[config.mk]
export PLATFORM = sky130hd
export DESIGN_NAME = mlps_top
export DESIGN_NICKNAME = d
export VERILOG_FILES = /design/src/design/mlps_pkg.sv /design/src/design/mlps_sync.sv /design/src/design/mlps_mac_power.sv /design/src/design/mlps_top.sv
export SDC_FILE = /design/constraint.sdc
export NUM_CORES = 1
export LEC_CHECK = 0
export ABC_CLOCK_PERIOD_IN_PS = 4710
export BUFFER_PORTS_ARGS = -buffer_cell sky130_fd_sc_hd__buf_2
export CORE_ASPECT_RATIO = 0.6
export CORE_UTILIZATION = 48
export CTS_CLUSTER_SIZE = 30
export DETAILED_ROUTE_END_ITERATION = 7
export HOLD_SLACK_MARGIN = 0.15
export PLACE_DENSITY = 0.74
export SETUP_SLACK_MARGIN = 0.4
export SYNTH_ARGS = -nofsm -noshare
export SYNTH_HDL_FRONTEND = slang
export SYNTH_SLANG_ARGS = --single-unit
[constraint.sdc]
create_clock -name hclk -period 4.71 [get_ports hclk]
set_input_delay 0.471 -clock hclk [delete_from_list [all_inputs] [get_ports hclk]]
set_output_delay 0.471 -clock hclk [all_outputs]
set_load 0.02 [all_outputs]
[src/design/mlps_pkg.sv]
// constants, register map and strap mapping for the mac lane mode / power strap block
// assumes a single 40 MHz core clock domain and an AHB-Lite register port
// Operation
// - one mode strap per MAC 0, 2, 4, 6 sets all four of its ports
// - mode strap 0 runs the MAC as one four-lane port, three ports unused
// - mode strap 1 runs the MAC as four independent single-lane ports
// - software mode override field wins over the mode strap
// - four-lane mode: primary power-down governs all four SerDes lanes
// - single-lane mode: each secondary port follows its own power-down
// - single-lane mode: SerDes off once all four ports are powered down
// - primary port x shares its MAC with ports x+1, x+8, x+9
// - primary power-down straps on ports 2, 4, 6; 1 means powered down
// - secondary power-down straps on ports 1,3,5,7..15; 1 means powered down
// - secondary ports carry no traffic in four-lane mode, held powered down
// - software wide power-down override wins over the primary power-down strap
// - strap pin drivers enabled only in test mode, inputs otherwise
package mlps_pkg;

    localparam int MAC_N   = 4;
    localparam int PORT_N  = 16;
    localparam int PRI_N   = 3;
    localparam int SEC_N   = 12;
    localparam int ADDR_W  = 8;

    // register byte offsets
    localparam logic [ADDR_W-1:0] OFF_MODE_CTRL = 8'h00;
    localparam logic [ADDR_W-1:0] OFF_WIDE_PD   = 8'h04;
    localparam logic [ADDR_W-1:0] OFF_PORT_PD   = 8'h08;
    localparam logic [ADDR_W-1:0] OFF_STRAP_ST  = 8'h0C;
    localparam logic [ADDR_W-1:0] OFF_EFFECT_ST = 8'h10;

    // field positions
    localparam int MODE_EN_LSB  = 0;
    localparam int MODE_VAL_LSB = 8;
    localparam int WPD_EN_LSB   = 0;
    localparam int WPD_VAL_LSB  = 8;
    localparam int PPD_EN_LSB   = 0;
    localparam int PPD_VAL_LSB  = 16;
    localparam int ST_MODE_LSB  = 0;
    localparam int ST_PD_LSB    = 8;
    localparam int ST_DONE_BIT  = 31;
    localparam int EF_MODE_LSB  = 0;
    localparam int EF_SPD_LSB   = 4;
    localparam int EF_PPD_LSB   = 16;

    // ports that own a per-port override bit (secondaries only)
    localparam logic [PORT_N-1:0] PPD_MASK = 16'hFFAA;

    // reset values
    localparam logic [MAC_N-1:0]  MAC_RST       = 4'h0;
    localparam logic [PORT_N-1:0] PORT_RST      = 16'h0000;
    localparam logic [PORT_N-1:0] PORT_PD_RST   = 16'hFFFF;
    localparam logic [MAC_N-1:0]  SERDES_PD_RST = 4'hF;
    localparam logic [31:0]       WORD_RST      = 32'h0000_0000;

    // cycles after reset release before the synchronised straps are taken
    localparam logic [3:0] SETTLE_CYCLES = 4'h3;

    localparam logic [1:0] HTRANS_NONSEQ = 2'h2;
    localparam logic [2:0] HSIZE_WORD    = 3'h2;

    typedef enum logic [0:0] {
        ST_SETTLE = 1'b0,
        ST_HELD   = 1'b1
    } mlps_state_t;

    // pin groups to a 16-port vector; port 0 has no strap and reads as up
    function automatic logic [PORT_N-1:0] strap_to_ports(input logic [PRI_N-1:0] pri,
                                                        input logic [SEC_N-1:0] sec);
        strap_to_ports = {sec[11:3], pri[2], sec[2], pri[1], sec[1], pri[0], sec[0], 1'b0};
    endfunction

endpackage

[src/design/mlps_sync.sv]
// two-flop synchroniser for a bundle of slow strap and mode pins
// assumes each bit is a static level; bits are not coherent as a word
`timescale 1ns/1ps
`default_nettype none
module mlps_sync #(
    parameter int W = 1
) (
    input  wire logic         hclk,
    input  wire logic         hresetn,
    input  wire logic [W-1:0] din,
    output logic      [W-1:0] dout
);
    logic [W-1:0] meta_ff;
    logic [W-1:0] sync_ff;

    always_ff @(posedge hclk or negedge hresetn) begin
        if (!hresetn) begin
            meta_ff <= '0;
            sync_ff <= '0;
        end else begin
            meta_ff <= din;
            sync_ff <= meta_ff;
        end
    end

    assign dout = sync_ff;
endmodule
`default_nettype wire

[src/design/mlps_mac_power.sv]
// power-down resolution for one MAC: one primary and three secondary ports
// purely combinational; the caller registers the results
`timescale 1ns/1ps
`default_nettype none
module mlps_mac_power (
    input  wire logic       single_lane,
    input  wire logic [3:0] pd_req,
    output logic      [3:0] port_pd,
    output logic            serdes_pd
);
    // lane order: primary, x+1, x+8, x+9
    wire [3:0] wide_pd   = {3'b111, pd_req[0]};
    wire [3:0] narrow_pd = pd_req;

    assign port_pd   = single_lane ? narrow_pd : wide_pd;
    assign serdes_pd = single_lane ? (&pd_req) : pd_req[0];
endmodule
`default_nettype wire

[src/design/mlps_top.sv]
// mac lane mode and power strap block with AHB-Lite register port
// assumes straps are board tie-offs, stable from power-up, and one core clock
`timescale 1ns/1ps
`default_nettype none
module mlps_top #(
    parameter int MAC_N  = mlps_pkg::MAC_N,
    parameter int PORT_N = mlps_pkg::PORT_N
) (
    input  wire logic                        hclk,
    input  wire logic                        hresetn,
    input  wire logic                        hsel,
    input  wire logic [mlps_pkg::ADDR_W-1:0] haddr,
    input  wire logic [1:0]                  htrans,
    input  wire logic                        hwrite,
    input  wire logic [2:0]                  hsize,
    input  wire logic [31:0]                 hwdata,
    input  wire logic                        hready,
    output logic      [31:0]                 hrdata,
    output logic                             hreadyout,
    output logic                             hresp,
    input  wire logic                        test_mode,
    input  wire logic [MAC_N-1:0]            override_a_strap_i,
    output logic      [MAC_N-1:0]            override_a_strap_o,
    output logic      [MAC_N-1:0]            override_a_strap_oe,
    input  wire logic [mlps_pkg::PRI_N-1:0]  primary_port_powerdown_strap_i,
    output logic      [mlps_pkg::PRI_N-1:0]  primary_port_powerdown_strap_o,
    output logic      [mlps_pkg::PRI_N-1:0]  primary_port_powerdown_strap_oe,
    input  wire logic [mlps_pkg::SEC_N-1:0]  secondary_port_powerdown_strap_i,
    output logic      [mlps_pkg::SEC_N-1:0]  secondary_port_powerdown_strap_o,
    output logic      [mlps_pkg::SEC_N-1:0]  secondary_port_powerdown_strap_oe,
    output logic      [MAC_N-1:0]            mac_single_lane,
    output logic      [PORT_N-1:0]           port_powerdown,
    output logic      [MAC_N-1:0]            serdes_powerdown,
    output logic                             powerup_sampled
);
    localparam int SYNC_W = 1 + MAC_N + mlps_pkg::PRI_N + mlps_pkg::SEC_N;

    // pin synchronisation
    wire [SYNC_W-1:0] pins_sync;
    mlps_sync #(.W(SYNC_W)) u_sync (
        .hclk    (hclk),
        .hresetn (hresetn),
        .din     ({test_mode, override_a_strap_i, primary_port_powerdown_strap_i,
                   secondary_port_powerdown_strap_i}),
        .dout    (pins_sync)
    );

    wire                       test_sync = pins_sync[SYNC_W-1];
    wire [MAC_N-1:0]           mode_sync = pins_sync[SYNC_W-2 -: MAC_N];
    wire [mlps_pkg::PRI_N-1:0] pri_sync  = pins_sync[mlps_pkg::SEC_N +: mlps_pkg::PRI_N];
    wire [mlps_pkg::SEC_N-1:0] sec_sync  = pins_sync[mlps_pkg::SEC_N-1:0];

    // strap capture sequencer
    mlps_pkg::mlps_state_t state_ff;
    mlps_pkg::mlps_state_t nxt_state;
    logic [3:0]      settle_ff;
    logic [3:0]      nxt_settle;
    logic [MAC_N-1:0]  cap_mode_ff;
    logic [MAC_N-1:0]  cap_mode_pins_ff;
    logic [PORT_N-1:0] cap_pd_ff;
    logic [mlps_pkg::PRI_N-1:0] cap_pri_ff;
    logic [mlps_pkg::SEC_N-1:0] cap_sec_ff;

    wire settle_done = (settle_ff == mlps_pkg::SETTLE_CYCLES - 4'h1);
    wire capture     = (state_ff == mlps_pkg::ST_SETTLE) && settle_done;
    wire held        = (state_ff == mlps_pkg::ST_HELD);

    always_comb begin
        nxt_state  = state_ff;
        nxt_settle = settle_ff;
        case (state_ff)
            mlps_pkg::ST_SETTLE: begin
                nxt_settle = settle_ff + 4'h1;
                if (settle_done) begin
                    nxt_state = mlps_pkg::ST_HELD;
                end
            end
            mlps_pkg::ST_HELD: begin
                nxt_settle = settle_ff;
            end
            default: begin
                nxt_state  = mlps_pkg::ST_SETTLE;
                nxt_settle = 4'h0;
            end
        endcase
    end

    // sampled once only; no later strap pin movement reaches the core
    always_ff @(posedge hclk or negedge hresetn) begin
        if (!hresetn) begin
            state_ff  <= mlps_pkg::ST_SETTLE;
            settle_ff <= 4'h0;
        end else begin
            state_ff  <= nxt_state;
            settle_ff <= nxt_settle;
        end
    end

    always_ff @(posedge hclk or negedge hresetn) begin
        if (!hresetn) begin
            cap_mode_ff      <= mlps_pkg::MAC_RST;
            cap_mode_pins_ff <= mlps_pkg::MAC_RST;
            cap_pd_ff        <= mlps_pkg::PORT_RST;
            cap_pri_ff       <= '0;
            cap_sec_ff       <= '0;
        end else if (capture) begin
            cap_mode_ff      <= mode_sync;
            cap_mode_pins_ff <= mode_sync;
            cap_pd_ff        <= mlps_pkg::strap_to_ports(pri_sync, sec_sync);
            cap_pri_ff       <= pri_sync;
            cap_sec_ff       <= sec_sync;
        end
    end

    // AHB-Lite slave: zero wait states, always OKAY
    logic                        wr_pend_ff;
    logic [mlps_pkg::ADDR_W-1:0] wr_addr_ff;
    logic [31:0]                 hrdata_ff;
    logic [MAC_N-1:0]            mode_en_ff;
    logic [MAC_N-1:0]            mode_val_ff;
    logic [MAC_N-1:0]            wpd_en_ff;
    logic [MAC_N-1:0]            wpd_val_ff;
    logic [PORT_N-1:0]           ppd_en_ff;
    logic [PORT_N-1:0]           ppd_val_ff;

    wire access = hsel && hready && htrans[1];
    wire word_ok = (hsize == mlps_pkg::HSIZE_WORD) && (haddr[1:0] == 2'b00);
    wire rd_take = access && !hwrite;
    // sub-word and misaligned writes are dropped, reads answer zero
    wire wr_take = access && hwrite && word_ok;

    wire wr_mode = wr_pend_ff && (wr_addr_ff == mlps_pkg::OFF_MODE_CTRL);
    wire wr_wpd  = wr_pend_ff && (wr_addr_ff == mlps_pkg::OFF_WIDE_PD);
    wire wr_ppd  = wr_pend_ff && (wr_addr_ff == mlps_pkg::OFF_PORT_PD);

    logic [MAC_N-1:0]  single_ff;
    logic [PORT_N-1:0] port_pd_ff;
    logic [MAC_N-1:0]  serdes_pd_ff;
    logic              sampled_ff;

    wire [31:0] rd_mode = {20'h0, mode_val_ff, 4'h0, mode_en_ff};
    wire [31:0] rd_wpd  = {20'h0, wpd_val_ff, 4'h0, wpd_en_ff};
    wire [31:0] rd_ppd  = {ppd_val_ff, ppd_en_ff};
    wire [31:0] rd_st   = {sampled_ff, 7'h0, cap_pd_ff, 4'h0, cap_mode_ff};
    wire [31:0] rd_ef   = {port_pd_ff, 8'h0, serdes_pd_ff, single_ff};

    wire [31:0] rd_mux =
        !word_ok                               ? mlps_pkg::WORD_RST :
        (haddr == mlps_pkg::OFF_MODE_CTRL)  ? rd_mode :
        (haddr == mlps_pkg::OFF_WIDE_PD)    ? rd_wpd  :
        (haddr == mlps_pkg::OFF_PORT_PD)    ? rd_ppd  :
        (haddr == mlps_pkg::OFF_STRAP_ST)   ? rd_st   :
        (haddr == mlps_pkg::OFF_EFFECT_ST)  ? rd_ef   : mlps_pkg::WORD_RST;

    always_ff @(posedge hclk or negedge hresetn) begin
        if (!hresetn) begin
            wr_pend_ff <= 1'b0;
            wr_addr_ff <= '0;
            hrdata_ff  <= mlps_pkg::WORD_RST;
        end else begin
            wr_pend_ff <= wr_take;
            if (wr_take) begin
                wr_addr_ff <= haddr;
            end
            if (rd_take) begin
                hrdata_ff <= rd_mux;
            end
        end
    end

    always_ff @(posedge hclk or negedge hresetn) begin
        if (!hresetn) begin
            mode_en_ff  <= mlps_pkg::MAC_RST;
            mode_val_ff <= mlps_pkg::MAC_RST;
            wpd_en_ff   <= mlps_pkg::MAC_RST;
            wpd_val_ff  <= mlps_pkg::MAC_RST;
            ppd_en_ff   <= mlps_pkg::PORT_RST;
            ppd_val_ff  <= mlps_pkg::PORT_RST;
        end else begin
            if (wr_mode) begin
                mode_en_ff  <= hwdata[mlps_pkg::MODE_EN_LSB +: MAC_N];
                mode_val_ff <= hwdata[mlps_pkg::MODE_VAL_LSB +: MAC_N];
            end
            if (wr_wpd) begin
                wpd_en_ff  <= hwdata[mlps_pkg::WPD_EN_LSB +: MAC_N];
                wpd_val_ff <= hwdata[mlps_pkg::WPD_VAL_LSB +: MAC_N];
            end
            if (wr_ppd) begin
                ppd_en_ff  <= hwdata[mlps_pkg::PPD_EN_LSB +: PORT_N] & mlps_pkg::PPD_MASK;
                ppd_val_ff <= hwdata[mlps_pkg::PPD_VAL_LSB +: PORT_N] & mlps_pkg::PPD_MASK;
            end
        end
    end

    // effective mode and power-down requests
    wire [MAC_N-1:0] eff_mode = (mode_en_ff & mode_val_ff) | (~mode_en_ff & cap_mode_ff);
    logic [PORT_N-1:0] pd_req;
    logic [PORT_N-1:0] nxt_port_pd;
    logic [MAC_N-1:0]  nxt_serdes_pd;

    genvar k;
    generate
        for (k = 0; k < MAC_N; k++) begin : g_mac
            localparam int P = 2 * k;
            wire [3:0] lanes_pd;
            // primary request: wide override before strap
            assign pd_req[P] = wpd_en_ff[k] ? wpd_val_ff[k] : cap_pd_ff[P];
            assign pd_req[P+1] = ppd_en_ff[P+1] ? ppd_val_ff[P+1] : cap_pd_ff[P+1];
            assign pd_req[P+8] = ppd_en_ff[P+8] ? ppd_val_ff[P+8] : cap_pd_ff[P+8];
            assign pd_req[P+9] = ppd_en_ff[P+9] ? ppd_val_ff[P+9] : cap_pd_ff[P+9];

            mlps_mac_power u_pwr (
                .single_lane (eff_mode[k]),
                .pd_req      ({pd_req[P+9], pd_req[P+8], pd_req[P+1], pd_req[P]}),
                .port_pd     (lanes_pd),
                .serdes_pd   (nxt_serdes_pd[k])
            );
            assign nxt_port_pd[P]   = lanes_pd[0];
            assign nxt_port_pd[P+1] = lanes_pd[1];
            assign nxt_port_pd[P+8] = lanes_pd[2];
            assign nxt_port_pd[P+9] = lanes_pd[3];

            a_mode_select: assert property (@(posedge hclk) disable iff (!hresetn)
                held && $past(held) |-> single_ff[k] ==
                    ($past(mode_en_ff[k]) ? $past(mode_val_ff[k]) : $past(cap_mode_ff[k])))
                else $error("override_a does not follow override or strap");
            a_strap_mode: assert property (@(posedge hclk) disable iff (!hresetn)
                held && $past(held) && !$past(mode_en_ff[k]) |->
                    single_ff[k] == cap_mode_pins_ff[k])
                else $error("override_a differs from captured strap");
            a_wide_serdes: assert property (@(posedge hclk) disable iff (!hresetn)
                held && $past(held) && !single_ff[k] |->
                    serdes_pd_ff[k] == port_pd_ff[P])
                else $error("four-lane serdes not following primary port");
            a_wide_override: assert property (@(posedge hclk) disable iff (!hresetn)
                held && $past(held) && !single_ff[k] && $past(wpd_en_ff[k]) |->
                    serdes_pd_ff[k] == $past(wpd_val_ff[k]))
                else $error("wide override ignored");
            a_wide_unused: assert property (@(posedge hclk) disable iff (!hresetn)
                held && $past(held) && !single_ff[k] |->
                    port_pd_ff[P+1] && port_pd_ff[P+8] && port_pd_ff[P+9])
                else $error("secondary port up in four-lane mode");
            a_narrow_port: assert property (@(posedge hclk) disable iff (!hresetn)
                held && $past(held) && single_ff[k] |->
                    port_pd_ff[P+1] == $past(pd_req[P+1]) &&
                    port_pd_ff[P+9] == $past(pd_req[P+9]))
                else $error("secondary port not following own control");
            a_narrow_serdes: assert property (@(posedge hclk) disable iff (!hresetn)
                held && single_ff[k] |-> serdes_pd_ff[k] ==
                    (port_pd_ff[P] & port_pd_ff[P+1] & port_pd_ff[P+8] & port_pd_ff[P+9]))
                else $error("single-lane serdes power-down wrong");
        end
    endgenerate

    // outputs powered down until straps are in
    always_ff @(posedge hclk or negedge hresetn) begin
        if (!hresetn) begin
            single_ff    <= mlps_pkg::MAC_RST;
            port_pd_ff   <= mlps_pkg::PORT_PD_RST;
            serdes_pd_ff <= mlps_pkg::SERDES_PD_RST;
            sampled_ff   <= 1'b0;
        end else if (held) begin
            single_ff    <= eff_mode;
            port_pd_ff   <= nxt_port_pd;
            serdes_pd_ff <= nxt_serdes_pd;
            sampled_ff   <= 1'b1;
        end
    end

    // strap pins drive back their captured level only under test
    logic [MAC_N-1:0]           mode_oe_ff;
    logic [mlps_pkg::PRI_N-1:0] pri_oe_ff;
    logic [mlps_pkg::SEC_N-1:0] sec_oe_ff;

    always_ff @(posedge hclk or negedge hresetn) begin
        if (!hresetn) begin
            mode_oe_ff <= '0;
            pri_oe_ff  <= '0;
            sec_oe_ff  <= '0;
        end else begin
            mode_oe_ff <= {MAC_N{test_sync}};
            pri_oe_ff  <= {mlps_pkg::PRI_N{test_sync}};
            sec_oe_ff  <= {mlps_pkg::SEC_N{test_sync}};
        end
    end

    a_pins_input: assert property (@(posedge hclk) disable iff (!hresetn)
        !$past(test_sync) |-> (mode_oe_ff == '0) && (pri_oe_ff == '0) && (sec_oe_ff == '0))
        else $error("strap driver enabled outside test mode");
    a_strap_hold: assert property (@(posedge hclk) disable iff (!hresetn)
        held && $past(held) |-> $stable(cap_pd_ff) && $stable(cap_mode_ff))
        else $error("captured strap changed after power-up");
    a_capture_once: assert property (@(posedge hclk) disable iff (!hresetn)
        $rose(sampled_ff) |-> $past(held) && !$past(held, 2))
        else $error("strap capture timing wrong");

    assign hrdata    = hrdata_ff;
    assign hreadyout = 1'b1 | wr_pend_ff;
    assign hresp     = 1'b0 & wr_pend_ff;

    assign override_a_strap_o                  = cap_mode_pins_ff;
    assign override_a_strap_oe                 = mode_oe_ff;
    assign primary_port_powerdown_strap_o    = cap_pri_ff;
    assign primary_port_powerdown_strap_oe   = pri_oe_ff;
    assign secondary_port_powerdown_strap_o  = cap_sec_ff;
    assign secondary_port_powerdown_strap_oe = sec_oe_ff;
    assign mac_single_lane                   = single_ff;
    assign port_powerdown                    = port_pd_ff;
    assign serdes_powerdown                  = serdes_pd_ff;
    assign powerup_sampled                   = sampled_ff;
endmodule
`default_nettype wire

==> results of run 1 <==
-- worst max-delay path: stages --
cell and delay (ps):
buf_2 340, nor3b_2 590, and4bb_1 700, a22oi_1 200, o21ai_1 180
-- final cells by class --
| cell class | count | area (um2) |
|---|---|---|
| Tap cell | 192 | 240 |
| Clock inverter | 14 | 131 |
| Antenna cell | 1 | 2.50 |
| Clock buffer | 17 | 425 |
| Timing Repair Buffer | 182 | 1030 |
| Fill cell | 1122 | 5360 |
| Sequential cell | 171 | 4300 |
| Inverter | 10 | 37.5 |
| Multi-Input combinational cell | 326 | 2430 |
-- where the power goes --
part           internal, mW  switching, mW
sequential             1.54         0.0519
clock                 0.697          0.632
combinational         0.106          0.159
total                  2.34          0.843
-- registers in the layout (all words and copies together), names as in the netlist, 2 cells and up --
signal and flops:
hrdata 32, u_sync.dout 20, u_sync.meta_ff 20, port_powerdown 16
ppd_en_ff 12, ppd_val_ff 12, secondary_port_powerdown_strap_o 12, wr_addr_ff 8
mac_single_lane 4, mode_en_ff 4, mode_val_ff 4, override_a_strap_o 4
serdes_powerdown 4, settle_ff 4, wpd_en_ff 4, wpd_val_ff 4
primary_port_powerdown_strap_o 2
-- cell families (layout without fill, tap and decap cells) --
family | count (synthesis) | after routing
xor+xnor | 3 | 3
other cells | 2 | 3
flops | 171 | 171
simple gates | 127 | 127
mux | 103 | 103
compound gates | 89 | 89
buf+inv | 53 | 223
fa+ha+maj | 2 | 2
-- per-layer routing --
layer	vias to the layer above	track usage	routed length, um
met5	-	0	13
met4	2	0.0649	153
met3	21	0.0626	1640
met2	223	0.360	7630
met1	2513	0.375	8200
li1	2228	-	-
-- per-stage QoR --
| step | setup WS (ps) | utilization | std cells | instance area (um2) | total power [mW] |
|---|---|---|---|---|---|
| finish | 2570 | 0.616 | 913 | 8600 | 3.18 |
| floorplan | 2930 | - | 550 | 7030 | 1.74 |
| CTS | 2580 | 0.615 | 910 | 8580 | 3.19 |
| global route | 2440 | 0.616 | 912 | 8600 | 3.29 |
| global placement | 2240 | 0.562 | 861 | 7840 | 1.86 |
| detailed placement | 2160 | 0.562 | 861 | 7840 | 1.87 |
-- Yosys cell counts (all sizes together) --
library cell,number,area share
dfrtp,151,0.54
o211ai,2,0.0021
nor2,45,0.024
nand3b,2,0.0021
or2,3,0.0027
nand2b,4,0.0036
a22oi,13,0.014
a21oi,28,0.020
nand2,37,0.020
mux4,3,0.0096
xnor2,3,0.0037
conb,2,0.0011
clkbuf,13,0.0069
or4,4,0.0048
o41ai,2,0.0025
mux2i,20,0.028
nand4b,4,0.0050
nor3,5,0.0075
nor4,5,0.0087
o22ai,3,0.0027
a211oi,1,0.0011
buf,30,0.029
nand3,8,0.0057
inv,10,0.0053
o21ai,33,0.024
a31oi,5,0.0045
mux2,80,0.13
and4bb,1,0.0018
nand4,1,0.00089
ha,2,0.0036
nor2b,4,0.0036
o31ai,2,0.0041
nor4b,1,0.0021
dfstp,20,0.075
nor3b,2,0.0028
or4b,1,0.0014
-- worst paths after layout --
path                       slack, ps                                  end
max in group asynchronous       3550                   port_powerdown[10]
hold / removal                   120                           hrdata[13]
setup reg to reg                2710  secondary_port_powerdown_strap_o[8]
setup / recovery                2570                           hrdata[20]
hold reg to reg                  350                      u_sync.dout[14]
min in group hclk                270                        ppd_val_ff[7]
==> flow_summary_export.csv, run 1 <==
group,metric,value,unit
finish,drive_gt1_frac,0.425,
global_routing,grt_max_degree,94,
finish,final_cell_mix,"156 x buf_2, 151 x dfrtp_1, 78 x mux2_2",
yosys,synth_area,7030,um2
clocking,cts-root-buf,"clkbuf_16",
global_routing,grtUsageTotal,0.249,
yosys,yosys-mux-area-fraction,0.166,
clocking,numCtsBuffers,17,
clocking,cts_resized,0,
clocking,cts_tree,"built",
sta,min_period_over_period,0.455,
worst_setup_path,cp.required,5060,ps
flow_run,drv_cap,0,
yosys,ys_types,49,
clocking,htreeDepth,4,
worst_setup_path,path_max_fanout,29,
power_and_ir_drop,power_density,370,nW/um2
floorplanning,die_w,158,um
worst_setup_path,reg2reg_from,"settle_ff[0]",
clocking,cts.sinks,171,
drt,wl,17.6,mm
drt,num_vias,4987,
clocking,cts_hold_buf,18,
power_and_ir_drop,power.leakage,3.94,nW
clocking,clk_pin_slew,70,ps
sta,max_slew_margin,0.369,
drt,dr.pass1.iters,5,
yosys,synth_compound_area_frac,0.0743,
floorplanning,num_rows,33,
worst_setup_path,critical_path_class,"in2reg",
yosys,synth_nets,622,
drt,drc,0,
floorplanning,fp.dieH,95.7,um
floorplanning,start_util,0.503,
drt,ant_nets,0,
yosys,synthesis.instances,550,
worst_hold_path,hold_path_class,"in2async",
yosys,synth-warning-count,0,
worst_setup_path,cp-end-kind,"register",
drt,drt-wirelength-per-cell,19.3,um
clocking,clkLatencyLatePin,430,ps
global_routing,grt_pass1_vias,4832,
placed_design,place_hpwl,12.7,mm
global_routing,grt_pass1_wl,27.1,mm
worst_setup_path,critPathLaunchType,"input port",
sta,fin_tns_setup,0,ps
drt,drt_iter0_markers,371,
placed_design,portBuffers,157,
sta,period_needed,2140,ps
yosys,syn_area_per_cell,12.8,um2
sta,setup_violations,0,
sta,max_slew.worst_pin.slew,945,ps
yosys,synthAdderAreaFrac,0.00356,
worst_setup_path,arrival,2490,ps
worst_setup_path,critical_path.startpoint,"haddr[2]",
global_routing,antenna_found_initial,2,
placed_design,place.gp.congestion,0.925,
sta,rsz0062_at_grt,"false",
yosys,seq_area_frac_synth,0.613,
yosys,synth_top_family_by_area,"multiplexers",
sta,hold_viol,0,
yosys,synth-seq-cells,171,
sta,clock_skew,10.3,ps
finish,final_common_cell,"buf_2",
finish,syn_to_final_growth,22.4,%
yosys,synth_xor_area_frac,0.00374,
global_routing,gr-total-overflow,0,
floorplanning,die_area,15100,um2
status,status,"complete, no violations",
worst_setup_path,r2r_cells,5,
sta,clock.fmax,466,MHz
finish,finalNetCount,780,
yosys,synthSimpleGateAreaFrac,0.0969,
power_and_ir_drop,ir_worst_vdd,238,uV
drt,via_per_inst,5.46,
sta,drv_slew,0,
sta,whs,121,ps
floorplanning,core_area,14000,um2
floorplanning,ios,167,
clocking,postCtsSetupBuffers,0,
clocking,clockBufferDepth,2,
No activity file was read; power rests on OpenSTA's default activity.
==> inputs of run 2 (changes only) <==
Settings changed: ABC_AREA from default to 1, ABC_CLOCK_PERIOD_IN_PS 4710 to 2200.
Clock period 4.71 ns to 2.2 ns, I/O delays scaled along.
==> run 2 against run 1 <==
Against the previous run:
- worst hold slack gained 60 ps
- design area rose by 5.5%
- power increased by 110%
- die area fell by 0.26%
- clock power is 120% higher
- non-clock buffer count grew 47
- via count increased by 14%
- routed wire length up 5.8%
- clock skew up 2.0 ps
- global-route usage increased by 0.94 points
- first-iteration DRC count increased by 44%
- critical path type unchanged
- largest power group unchanged
==> flow_summary_export.csv, run 2 <==
group,metric,value,unit
yosys,synth_commonest_cells,"151 x dfrtp_1, 132 x nand2_1, 82 x o21ai_0, 74 x inv_1, 57 x nor2_1",
floorplanning,core_area,14000,um2
worst_setup_path,path_max_fanout,16,
worst_setup_path,cp_common_cell,"nand2_1",
worst_setup_path,critical_path.startpoint,"haddr[2]",
drt,drc,0,
floorplanning,die_area,15100,um2
clocking,clkLatencyLatePin,430,ps
power_and_ir_drop,clkPwrFrac,0.439,
worst_setup_path,r2r-end,"ppd_val_ff[5]",
yosys,synthesis.instances,706,
floorplanning,num_rows,33,
finish,final_common_cell,"buf_2",
global_routing,grt_pass1_vias,5152,
global_routing,grt_pass1_wl,28.4,mm
worst_setup_path,reg2reg_from,"wr_addr_ff[1]",
drt,ant_nets,0,
yosys,synth_top_area_frac,0.539,
floorplanning,die_w,158,um
yosys,ys_types,36,
placed_design,dp_slack,526,ps
placed_design,place.gp.congestion,0.910,
worst_setup_path,critPathMaxStageDelay,550,ps
yosys,synth_most_common_cell,"dfrtp_1",
floorplanning,start_util,0.502,
sta,drv_slew,0,
yosys,synth_edf_count,0,
worst_setup_path,cp.required,2560,ps
drt,wl,18.7,mm
clocking,numCtsBuffers,17,
drt,num_vias,5661,
yosys,synth_nets,778,
yosys,synth_area,7010,um2
finish,largest_register_ffs,32,
worst_hold_path,hp-start,"hready",
worst_hold_path,whs_endpoint,"hrdata[16]",
clocking,cts_tree,"built",
worst_setup_path,critical_path_class,"in2reg",
global_routing,antenna_found_initial,0,
clocking,cts.sinks,171,
flow_run,drv_cap,0,
yosys,syn_area_per_cell,9.92,um2
drt,drt-wirelength-per-cell,16.7,um
placed_design,dp_cells,1026,
drt,via_per_inst,5.07,
placed_design,place_hpwl,13.1,mm
power_and_ir_drop,pwr-share-comb,0.064,
sta,max_slew.worst_pin.slew,603,ps
sta,whs,181,ps
sta,clock_skew,12.3,ps
clocking,clk_pin_slew,60,ps
drt,dr.pass1.iters,5,
power_and_ir_drop,seqPwrFrac,0.497,
finish,final_cells,1116,
finish,num_antenna_cells,0,
placed_design,portBuffers,157,
floorplanning,fp.dieH,95.6,um
sta,period_needed,1720,ps
finish,syn_to_final_growth,29.5,%
power_and_ir_drop,p_int,5.00,mW
sta,rsz0062_at_grt,"true",
worst_hold_path,hold_path_class,"in2reg",
yosys,synth-async-reset-ratio,1.00,
power_and_ir_drop,power.leakage,4.69,nW
floorplanning,ios,167,
clocking,cts-root-buf,"clkbuf_16",
sta,clock.fmax,580,MHz
yosys,synth_top_area_cell,"dfrtp_1",
sta,max_slew_margin,0.598,
status,status,"complete, no violations",
global_routing,grtUsageTotal,0.259,
sta,setup_violations,0,
power_and_ir_drop,total_power,6.56,mW
worst_setup_path,critPathLaunchType,"input port",
worst_setup_path,critPathSlowestCell,"dlygate4sd3_1",
power_and_ir_drop,p_switching,1.56,mW
worst_setup_path,r2r_cells,5,
yosys,seq_area_frac_synth,0.614,
clocking,htreeDepth,4,
finish,drive_gt1_frac,0.288,
global_routing,grt_max_degree,64,
power_and_ir_drop,ir_worst_vdd,453,uV
finish,finalNetCount,983,
worst_setup_path,path_cells,"dlygate4sd3_1, buf_2, inv_2, nand2_1, nor2_2, nand2_1, buf_4, o22ai_1, nand3_1, nand2_1",
global_routing,gr-total-overflow,0,
worst_setup_path,ff2ff_setup_slack,570,ps
yosys,ys_top_cells_by_area,"dfrtp_1 54%, dfstp_2 7.5%, nand2_1 7.1%, o21ai_0 5.9%, inv_1 4.0%",
sta,hold_viol,0,
clocking,clockBufferDepth,2,
yosys,synth-seq-cells,171,
worst_setup_path,arrival,2090,ps
power_and_ir_drop,power_density,723,nW/um2
power_and_ir_drop,swShare,0.237,
drt,drt_iter0_markers,536,
yosys,synth_flop_cell,"dfrtp_1",
sta,worst_slack,476,ps
yosys,synth-warning-count,0,
sta,min_period_over_period,0.783,
sta,fin_tns_setup,0,ps
worst_setup_path,cp-end-kind,"register",
worst_hold_path,holdPathStages,5,
finish,final_cell_mix,"156 x buf_2, 151 x dfrtp_1, 131 x nand2_1",
run 2: cell types whose count changed in the layout (fill, tap and decap cells not counted), moves of 18 or more:
cell and change:
mux2i_1 -18, inv_1 +64, o21ai_0 +78, o21ai_1 -20, mux2_2 -57, nand2_1 +94, dlygate4sd3_1 +34
run 2: metal layers:
metal  GRT usage  routed length (um)  vias up
li1            -                   -     2676
met1       0.391                8590     2663
met2       0.349                7600      306
met3      0.0955                2340       16
met4      0.0585                 133        0
met5           0                   0        -
run 2: worst max-delay path by stage:
stage | endpoint | depth (start not counted)
floorplan | ppd_en_ff[12] | 5
CTS | hrdata[7] | 9
global placement | hrdata[30] | 9
global route | hrdata[2] | 11
finish | hrdata[18] | 10
detailed placement | hrdata[30] | 9
run 2: cell type report:
type,count,area [um2]
Timing Repair Buffer,229,1520
Fill cell,1130,4880
Sequential cell,171,4300
Clock inverter,11,114
Multi-Input combinational cell,412,2150
Clock buffer,21,450
Tap cell,192,240
Inverter,80,300
run 2: worst max-delay path: cells and delay by family:
kind	cells	cell delay (ps)
buffers and inverters	4	1020
AO/OA/AOI/OAI	1	310
AND/OR/NAND/NOR	5	520
run 2: power by group through the flow:
| stage | clock network, mW | logic, mW | registers, mW |
|---|---|---|---|
| 2_1_floorplan | 0 | 0.126 | 3.34 |
| 3_3_place_gp | 0 | 0.341 | 3.32 |
| 3_5_place_dp | 0 | 0.345 | 3.32 |
| 4_1_cts | 2.91 | 0.419 | 3.26 |
| 5_1_grt | 3.03 | 0.463 | 3.27 |
| 6_report | 2.88 | 0.420 | 3.26 |
run 2: logic make-up after synthesis:
family / count (synthesis) / synth area share
AOI/OAI and AO/OA: 158 / 0.124
xor gates and xnor gates: 3 / 0.00375
adders and majority gates: 2 / 0.00357
buffers and inverters: 123 / 0.0825
DFF: 171 / 0.614
muxes: 23 / 0.0366
other: 2 / 0.00107
and+or+nand+nor: 224 / 0.135
run 2: what timing repair did:
action	4_1_cts	5_1_grt
buffers inserted	0	4
gates resized for setup	0	6
endpoints found under the setup margin	0	19
hold buffers	54	0
endpoints found under the hold margin	112	0
run 2: stage by stage:
step,utilization,cell area (um2)
after CTS,0.647,9030
after global routing,0.650,9070
after floorplan,-,7010
after detailed placement,0.568,7920
final,0.650,9070
after global placement,0.568,7920
==> inputs of run 3 (changes only) <==
Settings changed: ABC_CLOCK_PERIOD_IN_PS 2200 to 1400, PLACE_DENSITY 0.74 to 0.77.
Clock period 2.2 ns to 1.4 ns, I/O delays scaled along.
==> run 3 against run 2 <==
Against the previous run:
- the flow now finishes with violations (design-rule violations, negative setup slack)
- first-iteration DRC count is 91% higher
- sequential cell count stayed put
- worst setup slack worse by 750 ps
- critical path type is now reg2reg
==> flow_summary_export.csv, run 3 (synthesized netlist as in run 2, its figures left out) <==
group,metric,value,unit
status,status,"finished, violations left",
status,violations,"design-rule violations, negative setup slack",
sta,drv_slew,0,
clocking,numCtsBuffers,17,
drt,drt-wirelength-per-cell,26.6,um
finish,regArea,4340,um2
floorplanning,start_util,0.502,
power_and_ir_drop,power_density,912,nW/um2
drt,num_vias,7606,
worst_setup_path,critical_path_class,"reg2reg",
placed_design,portBuffers,157,
clocking,cts_tree,"built",
finish,finalNetCount,1116,
drt,ant_nets,0,
placed_design,place_hpwl,13.8,mm
floorplanning,fp.dieH,95.6,um
drt,via_per_inst,6.08,
sta,period_needed,1680,ps
power_and_ir_drop,power.leakage,5.86,nW
power_and_ir_drop,p_switching,3.09,mW
sta,fin_tns_setup,-7170,ps
sta,clock.fmax,597,MHz
global_routing,gr-total-overflow,0,
clocking,clockBufferDepth,2,
power_and_ir_drop,clkPwrFrac,0.443,
drt,wl,33.3,mm
clocking,htreeDepth,4,
worst_setup_path,arrival,2000,ps
sta,hold_viol,0,
finish,drive_gt1_frac,0.599,
worst_setup_path,reg2reg_from,"wr_addr_ff[5]",
clocking,clk_pin_slew,80,ps
sta,min_period_over_period,1.20,
power_and_ir_drop,seqPwrFrac,0.461,
worst_setup_path,cp-end-kind,"register",
finish,largest_register_ffs,32,
sta,rsz0062_at_grt,"true",
drt,drc,37,
clocking,clkLatencyLatePin,460,ps
floorplanning,die_w,158,um
power_and_ir_drop,pwr-share-comb,0.095,
global_routing,grt_max_degree,44,
worst_setup_path,path_max_fanout,10,
global_routing,grt_pass1_wl,35.8,mm
drt,drt_iter0_markers,1026,
finish,multi_input_area,3230,um2
finish,fillers,564,
worst_setup_path,critPathLaunchType,"register",
finish,syn_to_final_growth,75.2,%
floorplanning,die_area,15100,um2
drt,dr.pass1.iters,8,
sta,clock_skew,11.1,ps
floorplanning,ios,167,
power_and_ir_drop,swShare,0.276,
finish,final_cell_mix,"125 x buf_6, 124 x dfrtp_1, 98 x nand2_1",
finish,final_common_cell,"buf_6",
clocking,cts-root-buf,"clkbuf_16",
global_routing,antenna_found_initial,1,
floorplanning,core_area,14000,um2
floorplanning,num_rows,33,
global_routing,grtUsageTotal,0.329,
worst_setup_path,cp.required,1730,ps
power_and_ir_drop,p_int,8.11,mW
clocking,cts.sinks,171,
worst_hold_path,hold_path_class,"in2async",
global_routing,grt_pass1_vias,6535,
placed_design,place.gp.congestion,0.882,
sta,setup_violations,40,
power_and_ir_drop,ir_worst_vdd,834,uV
flow_run,drv_cap,0,
sta,worst_slack,-276,ps
worst_setup_path,critical_path.startpoint,"wr_addr_ff[5]",
power_and_ir_drop,total_power,11.2,mW
[run 3: timing repair]
action | in CTS | in global routing
hold endpoints to repair | 222 | 0
pin swaps | 30 | 62
setup endpoints to repair | 193 | 218
resized for setup | 340 | 262
gates cloned | 5 | 5
hold buffers | 54 | 0
setup buffers | 52 | 42
[run 3: worst max-delay path: stages (launching register included)]
cell and delay, ps:
dfrtp_1 410, nor2_1 140, nand3_2 110, nor3_4 210
buf_12 150, clkbuf_16 170, mux2_2 370
[run 3: through the flow]
stage | instance area [um2] | hold WS [ps] | utilization | instances | setup slack [ps]
after global placement | 8330 | 98.6 | 0.597 | 1059 | -69.8
final | 12300 | 191 | 0.880 | 1250 | -276
after floorplan | 7200 | -156 | - | 706 | 10.9
after detailed placement | 8330 | 103 | 0.597 | 1059 | -96.9
after global routing | 12300 | 237 | 0.880 | 1250 | -301
after CTS | 11000 | 199 | 0.786 | 1202 | -109
[run 3: final timing paths]
path / to / slack [ps] / cells past startpoint
setup reg to reg: ppd_val_ff[7] / -280 / 6
hold / removal: u_sync.dout[18] / 190 / 2
hold reg to reg: u_sync.dout[4] / 350 / 0
max in group asynchronous: port_powerdown[2] / 570 / 3
min in group hclk: wr_pend_ff / 240 / 4
setup / recovery: ppd_val_ff[7] / -280 / 6
[run 3: power groups by stage]
stage | Sequential (mW) | Combinational, mW | Clock (mW)
2_1_floorplan | 5.26 | 0.221 | 0
3_3_place_gp | 5.22 | 0.599 | 0
3_5_place_dp | 5.22 | 0.606 | 0
4_1_cts | 5.14 | 0.877 | 4.77
5_1_grt | 5.17 | 1.12 | 5.13
6_report | 5.17 | 1.07 | 4.96
[run 3: layout make-up]
type                            instances  area share
Clock inverter                         15      0.0136
Multi-Input combinational cell        414       0.263
Clock buffer                           17      0.0347
Antenna cell                            1    0.000204
Inverter                               80      0.0288
Tap cell                              192      0.0196
Timing Repair Buffer                  360       0.287
Sequential cell                       171       0.353
[run 3: routing by layer]
metal | GRT usage | up-vias | wire length [um]
met2 | 0.534 | 734 | 14900
met5 | 0 | - | 0
met3 | 0.0982 | 265 | 4640
met1 | 0.426 | 3638 | 11100
met4 | 0.107 | 0 | 2640
li1 | - | 2969 | -
